File: src/design/dtss_pkg.sv
/*
  Shared types and constants for the transfer and search sequencer.
  Assumes an 8-bit data path and a 16-line address bus.
*/
package dtss_pkg;

  localparam int ADDR_W = 16;
  localparam int DATA_W = 8;
  localparam int CNT_W = 16;

  // Bus tenure modes
  typedef enum logic [1:0] {
    MODE_BYTE = 2'h0,
    MODE_DEMAND = 2'h1,
    MODE_BLOCK = 2'h2
  } dtss_mode_t;

  // Action taken on a byte match
  typedef enum logic [1:0] {
    MATCH_CONTINUE = 2'h0,
    MATCH_STOP = 2'h1,
    MATCH_INTERRUPT = 2'h2
  } dtss_match_t;

  typedef enum logic [3:0] {
    ST_IDLE = 4'h0,
    ST_WAIT_RDY = 4'h1,
    ST_REQ = 4'h2,
    ST_RD1 = 4'h3,
    ST_RD2 = 4'h4,
    ST_WR1 = 4'h5,
    ST_WR2 = 4'h6,
    ST_CHECK = 4'h7,
    ST_PAUSE = 4'h8,
    ST_RELEASE = 4'h9
  } dtss_state_t;

  typedef struct packed {
    logic [ADDR_W-1:0] start;
    logic fixed;
    logic count_up;
    logic is_io;
  } dtss_port_cfg_t;

  // Bus cycle strobes, all active high
  typedef struct packed {
    logic rd;
    logic wr;
    logic mreq;
    logic iorq;
  } dtss_strobe_t;

  localparam dtss_strobe_t STROBE_IDLE = 4'h0;

  // Synchroniser lanes and their idle levels
  localparam int SY_RDY = 0;
  localparam int SY_ACK_N = 1;
  localparam int SY_REQ_N = 2;
  localparam int SY_LANES = 3;
  localparam logic [SY_LANES-1:0] SYNC_RESET = 3'h6;

  localparam logic [ADDR_W-1:0] ADDR_RESET = 16'h0000;
  localparam logic [ADDR_W-1:0] ADDR_STEP = 16'h0001;
  localparam logic [DATA_W-1:0] DATA_RESET = 8'h00;

endpackage

File: src/design/dtss_addr_port.sv
/*
  Address counter of one port: loads the start address, then holds it
  or steps it by one up or down.
  Assumes load and step are single-cycle strobes from the sequencer.
*/
`timescale 1ns/1ps
module dtss_addr_port (
  // Clock and reset
  input wire logic mclk,
  input wire logic rstn,
  // Configuration and strobes
  input wire dtss_pkg::dtss_port_cfg_t cfg,
  input wire logic load,
  input wire logic step,
  // Current and next address
  output logic [dtss_pkg::ADDR_W-1:0] addr,
  output logic [dtss_pkg::ADDR_W-1:0] addr_next
);

  always_comb begin
    addr_next = addr;
    if (load) begin
      addr_next = cfg.start;
    end else if (step && !cfg.fixed) begin
      if (cfg.count_up) begin
        addr_next = addr + dtss_pkg::ADDR_STEP;
      end else begin
        addr_next = addr - dtss_pkg::ADDR_STEP;
      end
    end
  end

  always_ff @(posedge mclk) begin
    if (!rstn) begin
      addr <= dtss_pkg::ADDR_RESET;
    end else begin
      addr <= addr_next;
    end
  end
endmodule

File: src/design/dtss_sequencer.sv
/*
  Sequencing core of an 8-bit bus-mastering transfer and search engine:
  tenure modes, per-byte read/write/compare order, end of block, stop on
  match, and two-port address generation.
  Assumes a host that grants the bus on request, ports with ready lines,
  and a testbench that resolves the tristate and open-drain pins.
*/
// Overview of operation
// - One of byte, demand or block mode
// - Byte mode releases bus after every byte
// - Enable, ready active, then request; host grants
// - Byte mode releases so host runs a cycle
// - Demand mode bursts until ready, end, stop-match
// - Demand: ready lost, finish byte, release bus
// - Demand: wait ready active, re-request, resume
// - Block mode holds bus until end or stop
// - Block: ready lost, idle holding the bus
// - Byte once read always runs to completion
// - Step source, read, step destination, write
// - Search compares byte; no match counts on
// - Match sets flag; continue, stop or interrupt
// - Count equals length: end flag, terminate
// - Byte completes only once next byte read
// - Source or destination address on shared bus
// - Ports: direction, memory/io, fixed/counting
// - Counting port steps up or down from start
// - Read and write cycles last two clocks
// - Read byte held and driven during write
// - Sixteen-line tristate address bus output
`timescale 1ns/1ps
module dtss_sequencer #(
  parameter int CNT_W = dtss_pkg::CNT_W
) (
  // Clock and reset
  input wire logic mclk,
  input wire logic rstn,
  // Commands
  input wire logic enable_cmd,
  input wire logic disable_cmd,
  input wire logic status_clr,
  // Configuration
  input wire dtss_pkg::dtss_mode_t mode,
  input wire dtss_pkg::dtss_port_cfg_t port_a_cfg,
  input wire dtss_pkg::dtss_port_cfg_t port_b_cfg,
  input wire logic a_is_source,
  input wire logic transfer_en,
  input wire logic search_en,
  input wire logic [dtss_pkg::DATA_W-1:0] match_byte,
  input wire logic [dtss_pkg::DATA_W-1:0] match_mask,
  input wire dtss_pkg::dtss_match_t match_action,
  input wire logic [CNT_W-1:0] block_len,
  // Status
  output logic active,
  output logic match_flag,
  output logic eob_flag,
  output logic int_request,
  output logic ready_seen,
  output logic [CNT_W-1:0] byte_count,
  // Bus request pin (open drain, low active) and grant
  input wire logic bus_request_line_in,
  output logic bus_request_line_out,
  output logic bus_request_line_oe,
  input wire logic bus_ack_n,
  // Port ready
  input wire logic port_ready,
  // Address bus
  output logic [dtss_pkg::ADDR_W-1:0] system_address_lines_out,
  output logic system_address_lines_oe,
  // Data bus
  input wire logic [dtss_pkg::DATA_W-1:0] data_in,
  output logic [dtss_pkg::DATA_W-1:0] data_out,
  output logic data_oe,
  // Cycle strobes
  output dtss_pkg::dtss_strobe_t strobe_out,
  output logic strobe_oe
);

  if (CNT_W < 2 || CNT_W > 32) begin : g_bad_cnt
    $error("CNT_W must lie between 2 and 32");
  end

  // Pin synchronisers: a change counts once stages two and three agree
  logic [dtss_pkg::SY_LANES-1:0] sy1, sy2, sy3, syf, next_syf;

  always_comb begin
    for (int i = 0; i < dtss_pkg::SY_LANES; i++) begin
      next_syf[i] = (sy2[i] == sy3[i]) ? sy3[i] : syf[i];
    end
  end

  always_ff @(posedge mclk) begin
    if (!rstn) begin
      sy1 <= dtss_pkg::SYNC_RESET;
      sy2 <= dtss_pkg::SYNC_RESET;
      sy3 <= dtss_pkg::SYNC_RESET;
      syf <= dtss_pkg::SYNC_RESET;
    end else begin
      sy1 <= {bus_request_line_in, bus_ack_n, port_ready};
      sy2 <= sy1;
      sy3 <= sy2;
      syf <= next_syf;
    end
  end

  logic rdy_f, granted, other_req;
  assign rdy_f = syf[dtss_pkg::SY_RDY];
  assign granted = !syf[dtss_pkg::SY_ACK_N];
  assign other_req = !syf[dtss_pkg::SY_REQ_N];

  // Sequencer state
  dtss_pkg::dtss_state_t state, next_state;
  logic next_active, first, next_first, pending, next_pending;
  logic [CNT_W-1:0] byte_cnt, next_cnt;
  logic [dtss_pkg::DATA_W-1:0] rd_buf, next_buf;
  logic next_match, next_eob, next_int;
  logic load, src_step, dst_step, hit, eob, stop;

  assign hit = search_en
    && (((rd_buf ^ match_byte) & ~match_mask) == dtss_pkg::DATA_RESET);
  assign eob = (byte_cnt == block_len);
  assign stop = eob || (hit && match_action != dtss_pkg::MATCH_CONTINUE);

  always_comb begin
    next_state = state;
    next_active = active;
    next_first = first;
    next_pending = pending;
    next_cnt = byte_cnt;
    next_buf = rd_buf;
    load = 1'b0;
    case (state)
      dtss_pkg::ST_IDLE: begin
        if (enable_cmd) begin
          load = 1'b1;
          next_active = 1'b1;
          next_first = 1'b1;
          next_pending = 1'b0;
          next_cnt = '0;
          next_state = dtss_pkg::ST_WAIT_RDY;
        end
      end
      dtss_pkg::ST_WAIT_RDY: begin
        if (disable_cmd) begin
          next_active = 1'b0;
          next_state = dtss_pkg::ST_IDLE;
        end else if (rdy_f && !other_req) begin
          next_state = dtss_pkg::ST_REQ;
        end
      end
      dtss_pkg::ST_REQ: begin
        if (granted) begin
          next_state = dtss_pkg::ST_RD1;
        end
      end
      dtss_pkg::ST_RD1: begin
        next_state = dtss_pkg::ST_RD2;
      end
      dtss_pkg::ST_RD2: begin
        next_buf = data_in;
        if (pending) begin
          next_cnt = byte_cnt + CNT_W'(1);
          next_pending = 1'b0;
        end
        next_state = transfer_en ? dtss_pkg::ST_WR1 : dtss_pkg::ST_CHECK;
      end
      dtss_pkg::ST_WR1: begin
        next_state = dtss_pkg::ST_WR2;
      end
      dtss_pkg::ST_WR2: begin
        next_state = dtss_pkg::ST_CHECK;
      end
      dtss_pkg::ST_CHECK: begin
        next_first = 1'b0;
        next_pending = !eob;
        if (stop) begin
          next_active = 1'b0;
          next_state = dtss_pkg::ST_RELEASE;
        end else begin
          case (mode)
            dtss_pkg::MODE_BYTE: begin
              next_state = dtss_pkg::ST_RELEASE;
            end
            dtss_pkg::MODE_DEMAND: begin
              next_state = rdy_f ? dtss_pkg::ST_RD1
                                 : dtss_pkg::ST_RELEASE;
            end
            default: begin
              next_state = rdy_f ? dtss_pkg::ST_RD1
                                 : dtss_pkg::ST_PAUSE;
            end
          endcase
        end
      end
      dtss_pkg::ST_PAUSE: begin
        if (rdy_f) begin
          next_state = dtss_pkg::ST_RD1;
        end
      end
      dtss_pkg::ST_RELEASE: begin
        if (!granted) begin
          next_state = active ? dtss_pkg::ST_WAIT_RDY : dtss_pkg::ST_IDLE;
        end
      end
      default: begin
        next_state = dtss_pkg::ST_IDLE;
      end
    endcase
  end

  // Sticky status, a new event wins over a clear in the same cycle
  always_comb begin
    next_match = status_clr ? 1'b0 : match_flag;
    next_eob = status_clr ? 1'b0 : eob_flag;
    next_int = status_clr ? 1'b0 : int_request;
    if (state == dtss_pkg::ST_CHECK) begin
      if (hit) begin
        next_match = 1'b1;
      end
      if (hit && match_action == dtss_pkg::MATCH_INTERRUPT) begin
        next_int = 1'b1;
      end
      if (eob) begin
        next_eob = 1'b1;
      end
    end
  end

  always_ff @(posedge mclk) begin
    if (!rstn) begin
      state <= dtss_pkg::ST_IDLE;
      active <= 1'b0;
      first <= 1'b1;
      pending <= 1'b0;
      byte_cnt <= '0;
      rd_buf <= dtss_pkg::DATA_RESET;
      match_flag <= 1'b0;
      eob_flag <= 1'b0;
      int_request <= 1'b0;
    end else begin
      state <= next_state;
      active <= next_active;
      first <= next_first;
      pending <= next_pending;
      byte_cnt <= next_cnt;
      rd_buf <= next_buf;
      match_flag <= next_match;
      eob_flag <= next_eob;
      int_request <= next_int;
    end
  end

  // Address generation: the first byte uses the start addresses as loaded
  logic [dtss_pkg::ADDR_W-1:0] a_next, b_next, src_next, dst_next;
  logic src_io, dst_io;

  assign src_step = (next_state == dtss_pkg::ST_RD1)
    && (state != dtss_pkg::ST_RD1) && !next_first;
  assign dst_step = (next_state == dtss_pkg::ST_WR1) && !first;
  assign src_next = a_is_source ? a_next : b_next;
  assign dst_next = a_is_source ? b_next : a_next;
  assign src_io = a_is_source ? port_a_cfg.is_io : port_b_cfg.is_io;
  assign dst_io = a_is_source ? port_b_cfg.is_io : port_a_cfg.is_io;

  dtss_addr_port u_port_a (
    .mclk(mclk),
    .rstn(rstn),
    .cfg(port_a_cfg),
    .load(load),
    .step(a_is_source ? src_step : dst_step),
    .addr(),
    .addr_next(a_next)
  );

  dtss_addr_port u_port_b (
    .mclk(mclk),
    .rstn(rstn),
    .cfg(port_b_cfg),
    .load(load),
    .step(a_is_source ? dst_step : src_step),
    .addr(),
    .addr_next(b_next)
  );

  // Pin outputs, registered from the coming state
  logic rd_ph, wr_ph, own_bus;
  dtss_pkg::dtss_strobe_t next_strobe;
  logic [dtss_pkg::ADDR_W-1:0] next_addr_out;
  logic [dtss_pkg::DATA_W-1:0] next_data_out;

  always_comb begin
    rd_ph = (next_state == dtss_pkg::ST_RD1)
      || (next_state == dtss_pkg::ST_RD2);
    wr_ph = (next_state == dtss_pkg::ST_WR1)
      || (next_state == dtss_pkg::ST_WR2);
    own_bus = rd_ph || wr_ph || (next_state == dtss_pkg::ST_CHECK)
      || (next_state == dtss_pkg::ST_PAUSE);
    next_addr_out = wr_ph ? dst_next : src_next;
    next_data_out = (state == dtss_pkg::ST_RD2) ? data_in : rd_buf;
    next_strobe.rd = rd_ph;
    next_strobe.wr = wr_ph;
    next_strobe.mreq = (rd_ph && !src_io) || (wr_ph && !dst_io);
    next_strobe.iorq = (rd_ph && src_io) || (wr_ph && dst_io);
  end

  always_ff @(posedge mclk) begin
    if (!rstn) begin
      bus_request_line_oe <= 1'b0;
      system_address_lines_out <= dtss_pkg::ADDR_RESET;
      system_address_lines_oe <= 1'b0;
      data_out <= dtss_pkg::DATA_RESET;
      data_oe <= 1'b0;
      strobe_out <= dtss_pkg::STROBE_IDLE;
      strobe_oe <= 1'b0;
    end else begin
      bus_request_line_oe <= own_bus || (next_state == dtss_pkg::ST_REQ);
      system_address_lines_out <= next_addr_out;
      system_address_lines_oe <= own_bus;
      data_out <= next_data_out;
      data_oe <= wr_ph;
      strobe_out <= next_strobe;
      strobe_oe <= own_bus;
    end
  end

  assign bus_request_line_out = 1'b0;
  assign ready_seen = rdy_f;
  assign byte_count = byte_cnt;
endmodule

File: config.mk
export PLATFORM = sky130hd
export DESIGN_NAME = dtss_sequencer
export DESIGN_NICKNAME = d
export VERILOG_FILES = /design/src/design/dtss_pkg.sv /design/src/design/dtss_addr_port.sv /design/src/design/dtss_sequencer.sv
export SDC_FILE = /design/constraint.sdc
export NUM_CORES = 1
export LEC_CHECK = 0
export ABC_AREA = 1
export BUFFER_PORTS_ARGS = -buffer_cell sky130_fd_sc_hd__buf_2
export CORE_MARGIN = 2
export CORE_UTILIZATION = 35
export DETAILED_ROUTE_END_ITERATION = 12
export SYNTH_ARGS = -nofsm -noshare
export SYNTH_HDL_FRONTEND = slang
export SYNTH_SLANG_ARGS = --single-unit
File: constraint.sdc
create_clock -name mclk -period 4.8 [get_ports mclk]
set_clock_uncertainty 0.05 [all_clocks]
set_input_delay 0.72 -clock mclk [delete_from_list [all_inputs] [get_ports mclk]]
set_output_delay 0.72 -clock mclk [all_outputs]
set_load 0.005 [all_outputs]
; ---- Yosys cells after proc, flatten, opt, wreduce, memory -nomap -nowiden
; Index checks and enable logic that the tools add are counted.
; W data, S select, Z words.
[totals]
register_bits = 100
inputBits = 93
out_inout_bits = 54
elab_cells = 146
[classes]
add_sub_neg = 5
n_eq_ne = 27
n_mux = 48
bitwise_logic = 3
n_reduce_logical = 39
[ops]
columns = op, n
row1 = $mux W16, 11
row2 = $add A16 B1 Y16 const B, 3
row3 = $pmux W4 S10, 1
row4 = $mux W4, 9
row5 = $eq A4 B3 Y1 const B, 8
row6 = $pmux W16 S2, 1
row7 = $sub A16 B1 Y16 const B, 2
row8 = $mux W1, 21
row9 = $eq A16 B16 Y1, 1
row10 = $eq A4 B2 Y1 const B, 4
row11 = $logic_and A1 B1 Y1, 13
row12 = $eq A4 B4 Y1 const B, 3
row13 = $logic_or A1 B1 Y1, 9
row14 = $and A8 B8 Y8, 1
row15 = $logic_not A8 Y1, 1
row16 = $ne A2 B2 Y1 const B, 4
row17 = $not A8 Y8, 1
row18 = $pmux W4 S2, 1
row19 = $xor A8 B8 Y8, 1
row20 = $logic_not A1 Y1, 7
row21 = $pmux W1 S3, 2
row22 = $reduce_bool A3 Y1, 2
row23 = $eq A4 B1 Y1 const B, 1
row24 = $logic_not A4 Y1, 1
row25 = 11 further kinds, 14

; ---- Depth between registers and ports, before layout
; Gate-level depths: netlist (run 1).
[logic_depth]
depth_word = 17
depth_mapped = 21
mapped_depth_nobuf = 20

; ---- Cells and area by module
; Synthesis (run 1) repeated with hierarchy kept, for this count alone.
[unflattened]
hier_cells = 1195
hier_area_um2 = 7553.5
[by_module_without_submodules]
columns = module, n_inst, cells_each, area_each_um2
row1 = dtss_sequencer, 1, 591, 3897.5
row2 = dtss_addr_port, 2, 302, 1828.0

; ---- Least setup slack after synthesis (run 1)
; No wires, ideal clock.
[synth_timing]
path_kind = input -> register
from = input port port_b_cfg[1] (netlist bit)
to = register system_address_lines_out[13] (netlist bit)
setup_time_ps = 113
t_arrival_ps = 2708
required_time_ps = 4637
path_slack_ps = 1929
stages = 15
path_buffers = 0
path_cell_list = inv_1 > ha_1 > a21o_1 > a21oi_1 > nand2_1 > a21boi_0 > o21ai_0 > nand2_1 > nand3_1 > nand2_1 > nand4_1 > nand3_1 > nand2_1 > nor2_1 > nor2_1
[synth_between]
elab_chain_len = 5
[synth_rtl]
columns = item, line_no
row1 = "start, declared", dtss_sequencer.sv:44  ; input wire dtss_pkg::dtss_port_cfg_t port_b_cfg,
row2 = $mux W16 (*), dtss_addr_port.sv:25  ; if (cfg.count_up) begin
row3 = $mux W16 (*), dtss_addr_port.sv:24  ; end else if (step && !cfg.fixed) begin
row4 = $mux W16 (*), dtss_addr_port.sv:22  ; if (load) begin
row5 = "$mux W16, on equally long branches", "dtss_sequencer.sv:259, dtss_sequencer.sv:260"
row6 = $mux W16 (*), dtss_sequencer.sv:297  ; next_addr_out = wr_ph ? dst_next : src_next;
row7 = "end signal, assigned", dtss_sequencer.sv:308  ; system_address_lines_out <= dtss_pkg::ADDR_RESET;
row8 = "end signal, assigned", dtss_sequencer.sv:316  ; system_address_lines_out <= next_addr_out;
row9 = "end, declared", dtss_sequencer.sv:67  ; output logic [dtss_pkg::ADDR_W-1:0] system_address_lines_out,
; Mark *: on every way between the ends. The rest lies on a longest branch, timed or not.
; A chain may end at the register's enable or synchronous reset.

; ---- Worst setup path after layout (run 1)
; Ends and elaborated chain as after synthesis.

==> flow_summary.toml, run 1 <==
[timing]
report.final.slew_viol_count = 0
final-hold-violation-count = 0
worstMarginPinSlew_ns = 0.678
timing.slew.headroom_pct = 54.8
max_freq_mhz = 325
rsz0062_at_grt = "no"
finalCritPeriodShare_pct = 64.1
final_count_of_negative_setup_slack_endpoints = 0
tns_ns = 0
timing.final.crit_period_ns = 3.08

[yosys]
synthFlopType = "sky130_fd_sc_hd__dfxtp_1"
yosys.area.top_type = "sky130_fd_sc_hd__dfxtp_1"
syn-instance-count = 948
netlist-cell-type-count = 48
synth_async_sr_flop_share_pct = 0
ys_ff_latch = 100
synth.area.top_cells = "sky130_fd_sc_hd__dfxtp_1, sky130_fd_sc_hd__nand2_1, sky130_fd_sc_hd__a21oi_1, sky130_fd_sc_hd__inv_1, sky130_fd_sc_hd__ha_1"
yosys_warn_count = 0
synth_sequential_area_ratio_pct = 30.7
netlist_area_mm2 = 0.00652
syn_nets = 1072
top_area_cell_type_share_of_the_netlist_area_pct = 30.7
postSynthAreaPerCell_um2 = 6.88
synth-edff-count = 0

[worst_setup_path]
reg2regPathDepth = 15
crit_arrival_ns = 3.28
setup.worst_path.start = "port_b_cfg[1]"
timing.setup.critical_path_class = "input port to register"
setup.reg_to_reg.worst_slack_ns = 1.86
worst-path-max-fanout = 15
worst_setup_path_start_kind = "input port"
timing.rr.end = "system_address_lines_out[9]$_SDFF_PN0_"
endpoint_class_of_the_critical_path = "register"
r2r_start = "state[2]$_SDFF_PN0_"
timing.critical_path.required_ns = 5.00

[routing]
route.detailed.vias_per_inst = 4.84
ant_nets = 0
remaining_drc_errors = 0
detailedRoute.firstPassIterationCount = 4
drt_iter0_drc = 264
routed_wire_length_per_instance_um = 13.4
routed-via-count = 6347
totalWireLength_um = 17600

[worst_hold_path]
hold_path_depth = 2
min_from = "sy1[0]$_SDFF_PN0_"
hp-class = "register to register"
timing.hold.worst_endpoint = "sy2[0]$_SDFF_PN0_"

[placed_design]
gpl.final_weighted_congestion = 0.872
place_area_mm2 = 0.00741
hpwl_um = 13200
io_buffers = 145

[global_route]
globalRouteTotalUtil_pct = 18.1
antenna_found_initial = 0
grt_pass1_wl_um = 29300
grt_max_degree = 34
via_count_of_the_first_global_routing_pass = 6153
grt_overflow_total = 0

[floorplan]
starting_density_pct = 35.9
dieArea_mm2 = 0.0197
die_w_um = 140
pin_count = 147
core_mm2 = 0.0181
die_height_um = 140
number_of_cell_rows = 49

[cells_and_area]
final_core_utilization_pct = 42.5
post_route_cells_drive_above_1_share_pct = 24.1
insertedDiodeCount = 0
postLayoutCellArea_mm2 = 0.00772
final_net_count = 1202
area_delta_synth_final_pct = 18.4

[pwr]
power.density_mw_per_mm2 = 275
leakagePower_nw = 3.89
peakVddDrop_mv = 0.185

[clock_network]
worst_skew_pair.late_latency_ns = 0.35
clk_pin_slew_worst_paths_ns = 0.07
htree_levels = 3
clock_tree_from_tritoncts = "built"
root_driver = "sky130_fd_sc_hd__clkbuf_16"
post-cts-setup-buffer-count = 0
cts_repair_resize_count = 0
cts_buffers = 9
holdBufCountCts = 0
clock_path_buffers = 2
cts_num_sinks = 100

[run_status]
outcome = "completed"

[job]
max-cap-violations = 0
==> critical path, cell delays in order <==
cell and delay, ns:
sky130_fd_sc_hd__buf_2 0.11, sky130_fd_sc_hd__inv_1 0.44, sky130_fd_sc_hd__ha_1 0.40, sky130_fd_sc_hd__a21o_1 0.20, sky130_fd_sc_hd__a21oi_1 0.12, sky130_fd_sc_hd__nand2_1 0.12
sky130_fd_sc_hd__a21boi_0 0.29, sky130_fd_sc_hd__o21ai_0 0.21, sky130_fd_sc_hd__nand2_1 0.12, sky130_fd_sc_hd__nand3_1 0.07, sky130_fd_sc_hd__nand2_1 0.07, sky130_fd_sc_hd__nand4_1 0.08
sky130_fd_sc_hd__nand3_1 0.12, sky130_fd_sc_hd__nand2_1 0.06, sky130_fd_sc_hd__nor2_1 0.08, sky130_fd_sc_hd__nor2_1 0.05
==> per-stage QoR <==
step	setup slack, ns	hold slack, ns	power [mW]	cells
global route	1.31	0.383	2.25	1311
finish	1.72	0.364	2.12	1311
floorplan	1.93	0.340	1.24	948
CTS	1.75	0.366	2.14	1311
global placement	1.43	0.350	1.37	1296
detailed placement	1.38	0.349	1.37	1296
==> Yosys cell counts, types with 3 or more instances <==
master	count
sky130_fd_sc_hd__o21ai_0	28
sky130_fd_sc_hd__dfxtp_1	100
sky130_fd_sc_hd__or2_2	6
sky130_fd_sc_hd__nand4_1	37
sky130_fd_sc_hd__nor3_1	8
sky130_fd_sc_hd__nand3_1	57
sky130_fd_sc_hd__inv_2	17
sky130_fd_sc_hd__nor2_1	78
sky130_fd_sc_hd__a31oi_1	4
sky130_fd_sc_hd__xor2_1	30
sky130_fd_sc_hd__nand2_2	31
sky130_fd_sc_hd__nand2_4	3
sky130_fd_sc_hd__inv_1	114
sky130_fd_sc_hd__buf_2	12
sky130_fd_sc_hd__o21ai_1	6
sky130_fd_sc_hd__nor2_2	4
sky130_fd_sc_hd__nand3b_1	5
sky130_fd_sc_hd__nand3_2	22
sky130_fd_sc_hd__ha_1	29
sky130_fd_sc_hd__nand2_1	205
sky130_fd_sc_hd__buf_4	4
sky130_fd_sc_hd__clkbuf_1	12
sky130_fd_sc_hd__a21oi_1	87
sky130_fd_sc_hd__a21o_1	4
sky130_fd_sc_hd__xnor2_1	9
==> kinds of logic (layout without fill, tap and decap cells) <==
group / after synthesis / in the layout / synth area share (%)
xor+xnor: 39 / 39 / 5.24
simple gates: 471 / 471 / 35.9
flops: 100 / 100 / 30.7
compound gates: 143 / 143 / 11.9
fa+ha+maj: 31 / 31 / 6.18
other cells: 1 / 1 / 0.0575
buf+inv: 163 / 297 / 10.1
==> registers in the layout (all words and copies together), names as in the netlist, 3 cells and up <==
| name | count |
|---|---|
| byte_count | 16 |
| data_out | 8 |
| state | 4 |
| strobe_out | 4 |
| sy1 | 3 |
| sy2 | 3 |
| sy3 | 3 |
| syf | 3 |
| system_address_lines_out | 16 |
| u_port_a.addr | 16 |
| u_port_b.addr | 16 |
==> power by group <==
group	switching [mW]	internal [mW]	total, mW
registers	0.0203	0.867	0.887
clock network	0.342	0.423	0.765
logic	0.287	0.180	0.468
==> worst max-delay path by stage <==
stage	endpoint	slack (ns)	depth (start not counted)
2_1_floorplan	system_address_lines_out[13]$_SDFF_PN0_	1.93	15
3_3_place_gp	system_address_lines_out[13]$_SDFF_PN0_	1.43	17
3_5_place_dp	system_address_lines_out[13]$_SDFF_PN0_	1.38	17
4_1_cts	system_address_lines_out[13]$_SDFF_PN0_	1.75	17
5_1_grt	system_address_lines_out[13]$_SDFF_PN0_	1.31	18
6_report	system_address_lines_out[13]$_SDFF_PN0_	1.72	16
==> layout by cell type, fill, tap and decap left out, drive strengths merged, types with 6 or more instances in the layout <==
master  count
inv       133
nand4      38
dfxtp     100
nand2     239
xor2       30
nor2       84
clkbuf     10
a21oi      88
o21ai      34
or2         6
buf       149
nand3      81
xnor2       9
ha         29
nor3       10
==> routing by layer <==
layer	vias to the layer above	part of all wire [%]	GRT usage, %
li1	3346	-	-
met1	2807	48	23.3
met2	169	44	30.0
met3	25	4.9	3.79
met4	0	3.0	6.53
met5	-	0	0
==> layout make-up <==
cell class | instances | area [um^2]
clock inverters | 5 | 67.6
clock buffers | 10 | 239
fillers | 1926 | 10400
inverters | 133 | 499
well taps | 229 | 287
flip-flops and latches | 100 | 2000
multi-input cells | 685 | 3870
repair buffers | 149 | 756
Power figures use the tool's default switching activity.
==> inputs of run 2 (changes only) <==
==> constraint.sdc (replaced) <==
create_clock -name mclk -period 2.91 [get_ports mclk]
set_clock_uncertainty 0.05 [all_clocks]
set_input_delay 0.4365 -clock mclk [delete_from_list [all_inputs] [get_ports mclk]]
set_output_delay 0.4365 -clock mclk [all_outputs]
set_load 0.005 [all_outputs]
==> flow_summary.toml, run 2 (synthesis gave the netlist of run 1 again) <==
[run_status]
outcome = "completed"

[routing]
drt_iter0_drc = 318
ant_nets = 0
totalWireLength_um = 18000
detailedRoute.firstPassIterationCount = 5
routed_wire_length_per_instance_um = 13.4
route.detailed.vias_per_inst = 4.82
remaining_drc_errors = 0
routed-via-count = 6447

[timing]
finalCritPeriodShare_pct = 88.8
max_freq_mhz = 387
final_count_of_negative_setup_slack_endpoints = 0
timing.final.crit_period_ns = 2.59
rsz0062_at_grt = "no"
report.final.slew_viol_count = 0
final-hold-violation-count = 0
timing.slew.headroom_pct = 63.4
worstMarginPinSlew_ns = 0.549

[global_route]
grt_overflow_total = 0
globalRouteTotalUtil_pct = 18.1
via_count_of_the_first_global_routing_pass = 6082
grt_pass1_wl_um = 29200
grt_max_degree = 36
antenna_found_initial = 0

[worst_setup_path]
timing.critical_path.required_ns = 3.15
path_buf_inv = 1
setup.reg_to_reg.worst_slack_ns = 0.32
cpPeakStageDelay_ns = 0.44
reg2regPathDepth = 20
crit_arrival_ns = 2.82
path_cells = "inv_2 > nand2_1 > nand2_1 > nor2_1 > nand2_1 > nor2_2 > nand2_2 > nand3_2 > nand2_2 > nand2_4 > nand2_2 > nor2_4 > nand2_2 > nand2_4 > nand3_4 > nand2_1 > nand3_1 > nand2_1 > nor2_1 > nor2_1"
worst_path_dominant_cell_family = "simple AND/OR/NAND/NOR gates"
critical-path-slowest-cell = "sky130_fd_sc_hd__dfxtp_1"
worst-path-max-fanout = 16
timing.rr.end = "system_address_lines_out[12]$_SDFF_PN0_"
endpoint_class_of_the_critical_path = "register"
r2r_start = "byte_count[12]$_SDFFE_PN0P_"
cpMostUsedCell = "sky130_fd_sc_hd__nand2_1"
timing.setup.critical_path_class = "register to register"
worst_setup_path_start_kind = "register"

[clock_network]
clock_path_buffers = 2
clock_tree_from_tritoncts = "built"
root_driver = "sky130_fd_sc_hd__clkbuf_16"
htree_levels = 3
cts_buffers = 9
clk_pin_slew_worst_paths_ns = 0.07
cts_num_sinks = 100
worst_skew_pair.late_latency_ns = 0.35

[floorplan]
core_mm2 = 0.0181
die_height_um = 140
pin_count = 147
starting_density_pct = 35.9
dieArea_mm2 = 0.0197
number_of_cell_rows = 49
die_w_um = 140

[pwr]
cell_internal_pwr_mw = 2.47
seqPwrFrac_pct = 41.0
post-layout-total-power_mw = 3.58
peakVddDrop_mv = 0.316
power.density_mw_per_mm2 = 449
power.switching_fraction_pct = 30.9
power_frac_clock_pct = 36.2
switching_power_mw = 1.10
combPwrFrac_pct = 22.8
leakagePower_nw = 4.03

[cells_and_area]
area_delta_synth_final_pct = 22.0
final-seq-area_mm2 = 0.00200
final_net_count = 1228
mostFrequentLayoutCells = "sky130_fd_sc_hd__nand2_1, sky130_fd_sc_hd__buf_2, sky130_fd_sc_hd__inv_1"
final_core_utilization_pct = 43.9
insertedDiodeCount = 0
most_common_cell_after_layout_fill_and_taps_aside = "sky130_fd_sc_hd__nand2_1"
post_route_cells_drive_above_1_share_pct = 26.1
multi_input_combinational_cell_area_mm2 = 0.00387
final.fill_count = 1912

[worst_hold_path]
min_from = "port_ready"
hp-class = "input port to register"
hold_path_depth = 3
timing.hold.worst_endpoint = "sy1[0]$_SDFF_PN0_"

[placed_design]
hpwl_um = 13600
gpl.final_weighted_congestion = 0.855
io_buffers = 145

[job]
max-cap-violations = 0
run 2: worst min-delay path: stages:
cell and delay, ns:
sky130_fd_sc_hd__buf_2 0.07, sky130_fd_sc_hd__nand2_1 0.04, sky130_fd_sc_hd__inv_1 0.04
run 2: metrics by stage:
step                      TNS [ns]  cell area (um^2)  setup WS, ns  hold slack [ns]  cells
after floorplan                  0              6520         0.322            0.340    948
after global placement    -0.00511              7600      -0.00511            0.348   1319
after detailed placement   -0.0294              7600       -0.0294            0.348   1319
after CTS                        0              7920         0.224            0.211   1335
after global routing             0              7960        0.0116            0.226   1338
final                            0              7960         0.325            0.219   1338
run 2: final cells by class:
type | instances | area share, %
clock inverter | 6 | 1.01
inverter | 133 | 6.32
timing repair buffer | 175 | 12.3
sequential | 100 | 25.2
clock buffer | 10 | 3.00
multi-input combinational | 685 | 48.6
tap | 229 | 3.60
run 2: worst max path at each step:
stage / start / cells past startpoint / to / slack [ns]
after global routing: port_a_cfg[1] / 16 / system_address_lines_out[15]$_SDFF_PN0_ / 0.01
after floorplan: port_b_cfg[1] / 15 / system_address_lines_out[13]$_SDFF_PN0_ / 0.32
final: byte_count[12]$_SDFFE_PN0P_ / 20 / system_address_lines_out[12]$_SDFF_PN0_ / 0.32
after detailed placement: port_a_cfg[1] / 17 / system_address_lines_out[9]$_SDFF_PN0_ / -0.03
after global placement: port_a_cfg[1] / 17 / system_address_lines_out[9]$_SDFF_PN0_ / -0.005
after CTS: byte_count[12]$_SDFFE_PN0P_ / 20 / system_address_lines_out[7]$_SDFF_PN0_ / 0.22
run 2: power groups by stage:
stage	clock [mW]	combinational (mW)	sequential (mW)
after floorplan	0	0.554	1.49
after global placement	0	0.805	1.50
after detailed placement	0	0.807	1.50
after CTS	1.33	0.812	1.47
after global routing	1.39	0.926	1.47
final	1.29	0.816	1.47
run 2: repair_timing:
action	4_1_cts	5_1_grt
endpoints found under the setup margin	0	2
setup buffers	0	3
hold buffers	0	0
gates resized for setup	0	2
run 2: metal layers:
metal	wire, um	part of all wire [%]	up-vias	global-route usage [%]
met3	1060	5.9	12	3.93
met1	8440	47	2862	23.3
li1	-	-	3402	-
met4	144	0.80	0	3.11
met2	8340	46	171	31.7
met5	0	0	-	0
==> inputs of run 3 (changes only) <==
--- a/config.mk
+++ b/config.mk
@@ -7,9 +7,12 @@
 export LEC_CHECK = 0
 export ABC_AREA = 1
 export BUFFER_PORTS_ARGS = -buffer_cell sky130_fd_sc_hd__buf_2
+export CELL_PAD_IN_SITES_DETAIL_PLACEMENT = 1
+export CELL_PAD_IN_SITES_GLOBAL_PLACEMENT = 1
 export CORE_MARGIN = 2
 export CORE_UTILIZATION = 35
 export DETAILED_ROUTE_END_ITERATION = 12
+export PLACE_DENSITY_LB_ADDON = 0.1
 export SYNTH_ARGS = -nofsm -noshare
 export SYNTH_HDL_FRONTEND = slang
 export SYNTH_SLANG_ARGS = --single-unit
==> flow_summary.toml, run 3 (synthesis gave the netlist of run 1 again) <==
[pwr]
power.density_mw_per_mm2 = 439
power_frac_clock_pct = 33.9
leakagePower_nw = 3.99
cell_internal_pwr_mw = 2.35
switching_power_mw = 1.11
seqPwrFrac_pct = 42.5
power.switching_fraction_pct = 32.2
peakVddDrop_mv = 0.320
combPwrFrac_pct = 23.6

[worst_setup_path]
endpoint_class_of_the_critical_path = "register"
worst_path_dominant_cell_family = "simple AND/OR/NAND/NOR gates"
worst_setup_path_start_kind = "register"
timing.critical_path.required_ns = 3.11
reg2regPathDepth = 18
cpPeakStageDelay_ns = 0.39
r2r_start = "state[2]$_SDFF_PN0_"
path_buf_inv = 2
worst-path-max-fanout = 11
setup.reg_to_reg.worst_slack_ns = 0.33
timing.setup.critical_path_class = "register to register"
critical-path-slowest-cell = "sky130_fd_sc_hd__dfxtp_1"
timing.rr.end = "system_address_lines_out[13]$_SDFF_PN0_"
path_cells = "inv_2 > nand2_1 > nor2_1 > nand2_2 > o21ai_1 > nor4_2 > nand2_4 > nand2_2 > nor2_4 > nand2_2 > nand2_4 > nand3_4 > buf_6 > nand2_1 > nand3_1 > nand2_1 > nor2_1 > nor2_1"
crit_arrival_ns = 2.78

[routing]
detailedRoute.firstPassIterationCount = 4
routed-via-count = 6585
route.detailed.vias_per_inst = 4.94
totalWireLength_um = 20000
ant_nets = 0
drt_iter0_drc = 159
routed_wire_length_per_instance_um = 15.0
remaining_drc_errors = 0

[clock_network]
cts_buffers = 9
htree_levels = 3
worst_skew_pair.late_latency_ns = 0.36
clock_path_buffers = 2
clk_pin_slew_worst_paths_ns = 0.07
root_driver = "sky130_fd_sc_hd__clkbuf_16"
holdBufCountCts = 0
post-cts-setup-buffer-count = 0
cts_repair_resize_count = 0
cts_num_sinks = 100
clock_tree_from_tritoncts = "built"

[floorplan]
die_height_um = 140
pin_count = 147
starting_density_pct = 35.9
core_mm2 = 0.0181
die_w_um = 140
number_of_cell_rows = 49
dieArea_mm2 = 0.0197

[run_status]
outcome = "completed"

[job]
max-cap-violations = 0

[timing]
whs_ns = 0.217
final-hold-violation-count = 0
rsz0062_at_grt = "no"
setup_ws_ns = 0.329
final_count_of_negative_setup_slack_endpoints = 0
timing.final.crit_period_ns = 2.58
report.final.slew_viol_count = 0
max_freq_mhz = 387
finalCritPeriodShare_pct = 88.7

[cells_and_area]
insertedDiodeCount = 0
multi_input_combinational_cell_area_mm2 = 0.00388
final.fill_count = 2422
mostFrequentLayoutCells = "sky130_fd_sc_hd__nand2_1, sky130_fd_sc_hd__buf_2, sky130_fd_sc_hd__inv_1"
most_common_cell_after_layout_fill_and_taps_aside = "sky130_fd_sc_hd__nand2_1"
post_route_cells_drive_above_1_share_pct = 25.7
final_net_count = 1224
final-seq-area_mm2 = 0.00200
area_delta_synth_final_pct = 20.8

[worst_hold_path]
timing.hold.worst_endpoint = "sy1[2]$_SDFF_PN1_"
hp-class = "input port to register"
hold_path_depth = 2
min_from = "bus_request_line_in"

[global_route]
globalRouteTotalUtil_pct = 20.8
grt_overflow_total = 0
antenna_found_initial = 2
grt_max_degree = 34
via_count_of_the_first_global_routing_pass = 6771
grt_pass1_wl_um = 33400

[placed_design]
gpl.final_weighted_congestion = 0.820
hpwl_um = 15700
io_buffers = 145
post-place-ws_ns = -0.0467
## run 3: changes by cell type in the layout (fill, tap and decap cells not counted), moves of 2 or more
cell / before / now
sky130_fd_sc_hd__dfxtp_2: 0 / 2
sky130_fd_sc_hd__buf_4: 28 / 24
sky130_fd_sc_hd__clkbuf_1: 0 / 2
sky130_fd_sc_hd__dfxtp_1: 100 / 98
## run 3: metal layers
layer | wire length (um) | part of all wire (%) | vias up | GRT usage (%)
met5 | 24 | 0.12 | - | 0
met4 | 358 | 1.8 | 4 | 5.63
met3 | 1030 | 5.2 | 23 | 4.55
met2 | 9600 | 48 | 147 | 37.2
met1 | 8940 | 45 | 3021 | 25.2
li1 | - | - | 3390 | -
## run 3: through the flow
step	cell area (um^2)	setup TNS [ns]	util, %	instances	power [mW]
final	7880	0	43.4	1334	3.46
after global placement	7590	0	41.8	1318	2.31
after detailed placement	7590	-0.0662	41.8	1318	2.32
after floorplan	6520	0	-	948	2.04
after CTS	7870	0	43.4	1334	3.51
after global routing	7880	0	43.4	1334	3.68
## run 3: cell type report
type	instances	area share (%)
Sequential cell	100	25.4
Tap cell	229	3.64
Clock inverter	5	0.540
Timing Repair Buffer	171	11.9
Clock buffer	11	2.95
Multi-Input combinational cell	685	49.2
Inverter	133	6.34
## run 3: worst max path at each step
| stage | start | endpoint | slack, ns | cells after the start |
|---|---|---|---|---|
| after detailed placement | port_a_cfg[1] | system_address_lines_out[15]$_SDFF_PN0_ | -0.05 | 16 |
| final | state[2]$_SDFF_PN0_ | system_address_lines_out[13]$_SDFF_PN0_ | 0.33 | 18 |
| after CTS | byte_count[8]$_SDFFE_PN0P_ | system_address_lines_out[2]$_SDFF_PN0_ | 0.17 | 20 |
| after global routing | byte_count[10]$_SDFFE_PN0P_ | system_address_lines_out[2]$_SDFF_PN0_ | 0.03 | 18 |
| after global placement | port_a_cfg[1] | system_address_lines_out[15]$_SDFF_PN0_ | 0.009 | 16 |
| after floorplan | port_b_cfg[1] | system_address_lines_out[13]$_SDFF_PN0_ | 0.32 | 15 |
## run 3: power by group through the flow
| stage | combinational, mW | clock [mW] | sequential (mW) |
|---|---|---|---|
| global placement | 0.811 | 0 | 1.50 |
| floorplan | 0.554 | 0 | 1.49 |
| detailed placement | 0.822 | 0 | 1.50 |
| CTS | 0.829 | 1.21 | 1.47 |
| finish | 0.817 | 1.17 | 1.47 |
| global route | 0.930 | 1.27 | 1.48 |
## run 3: worst reg2reg max path, stage by stage (launching register included)
cell	delay, ns
sky130_fd_sc_hd__dfxtp_1	0.39
sky130_fd_sc_hd__inv_2	0.05
sky130_fd_sc_hd__nand2_1	0.13
sky130_fd_sc_hd__nor2_1	0.08
sky130_fd_sc_hd__nand2_2	0.14
sky130_fd_sc_hd__o21ai_1	0.10
sky130_fd_sc_hd__nor4_2	0.35
sky130_fd_sc_hd__nand2_4	0.12
sky130_fd_sc_hd__nand2_2	0.11
sky130_fd_sc_hd__nor2_4	0.04
sky130_fd_sc_hd__nand2_2	0.11
sky130_fd_sc_hd__nand2_4	0.11
sky130_fd_sc_hd__nand3_4	0.12
sky130_fd_sc_hd__buf_6	0.20
sky130_fd_sc_hd__nand2_1	0.07
sky130_fd_sc_hd__nand3_1	0.09
sky130_fd_sc_hd__nand2_1	0.08
sky130_fd_sc_hd__nor2_1	0.10
sky130_fd_sc_hd__nor2_1	0.05
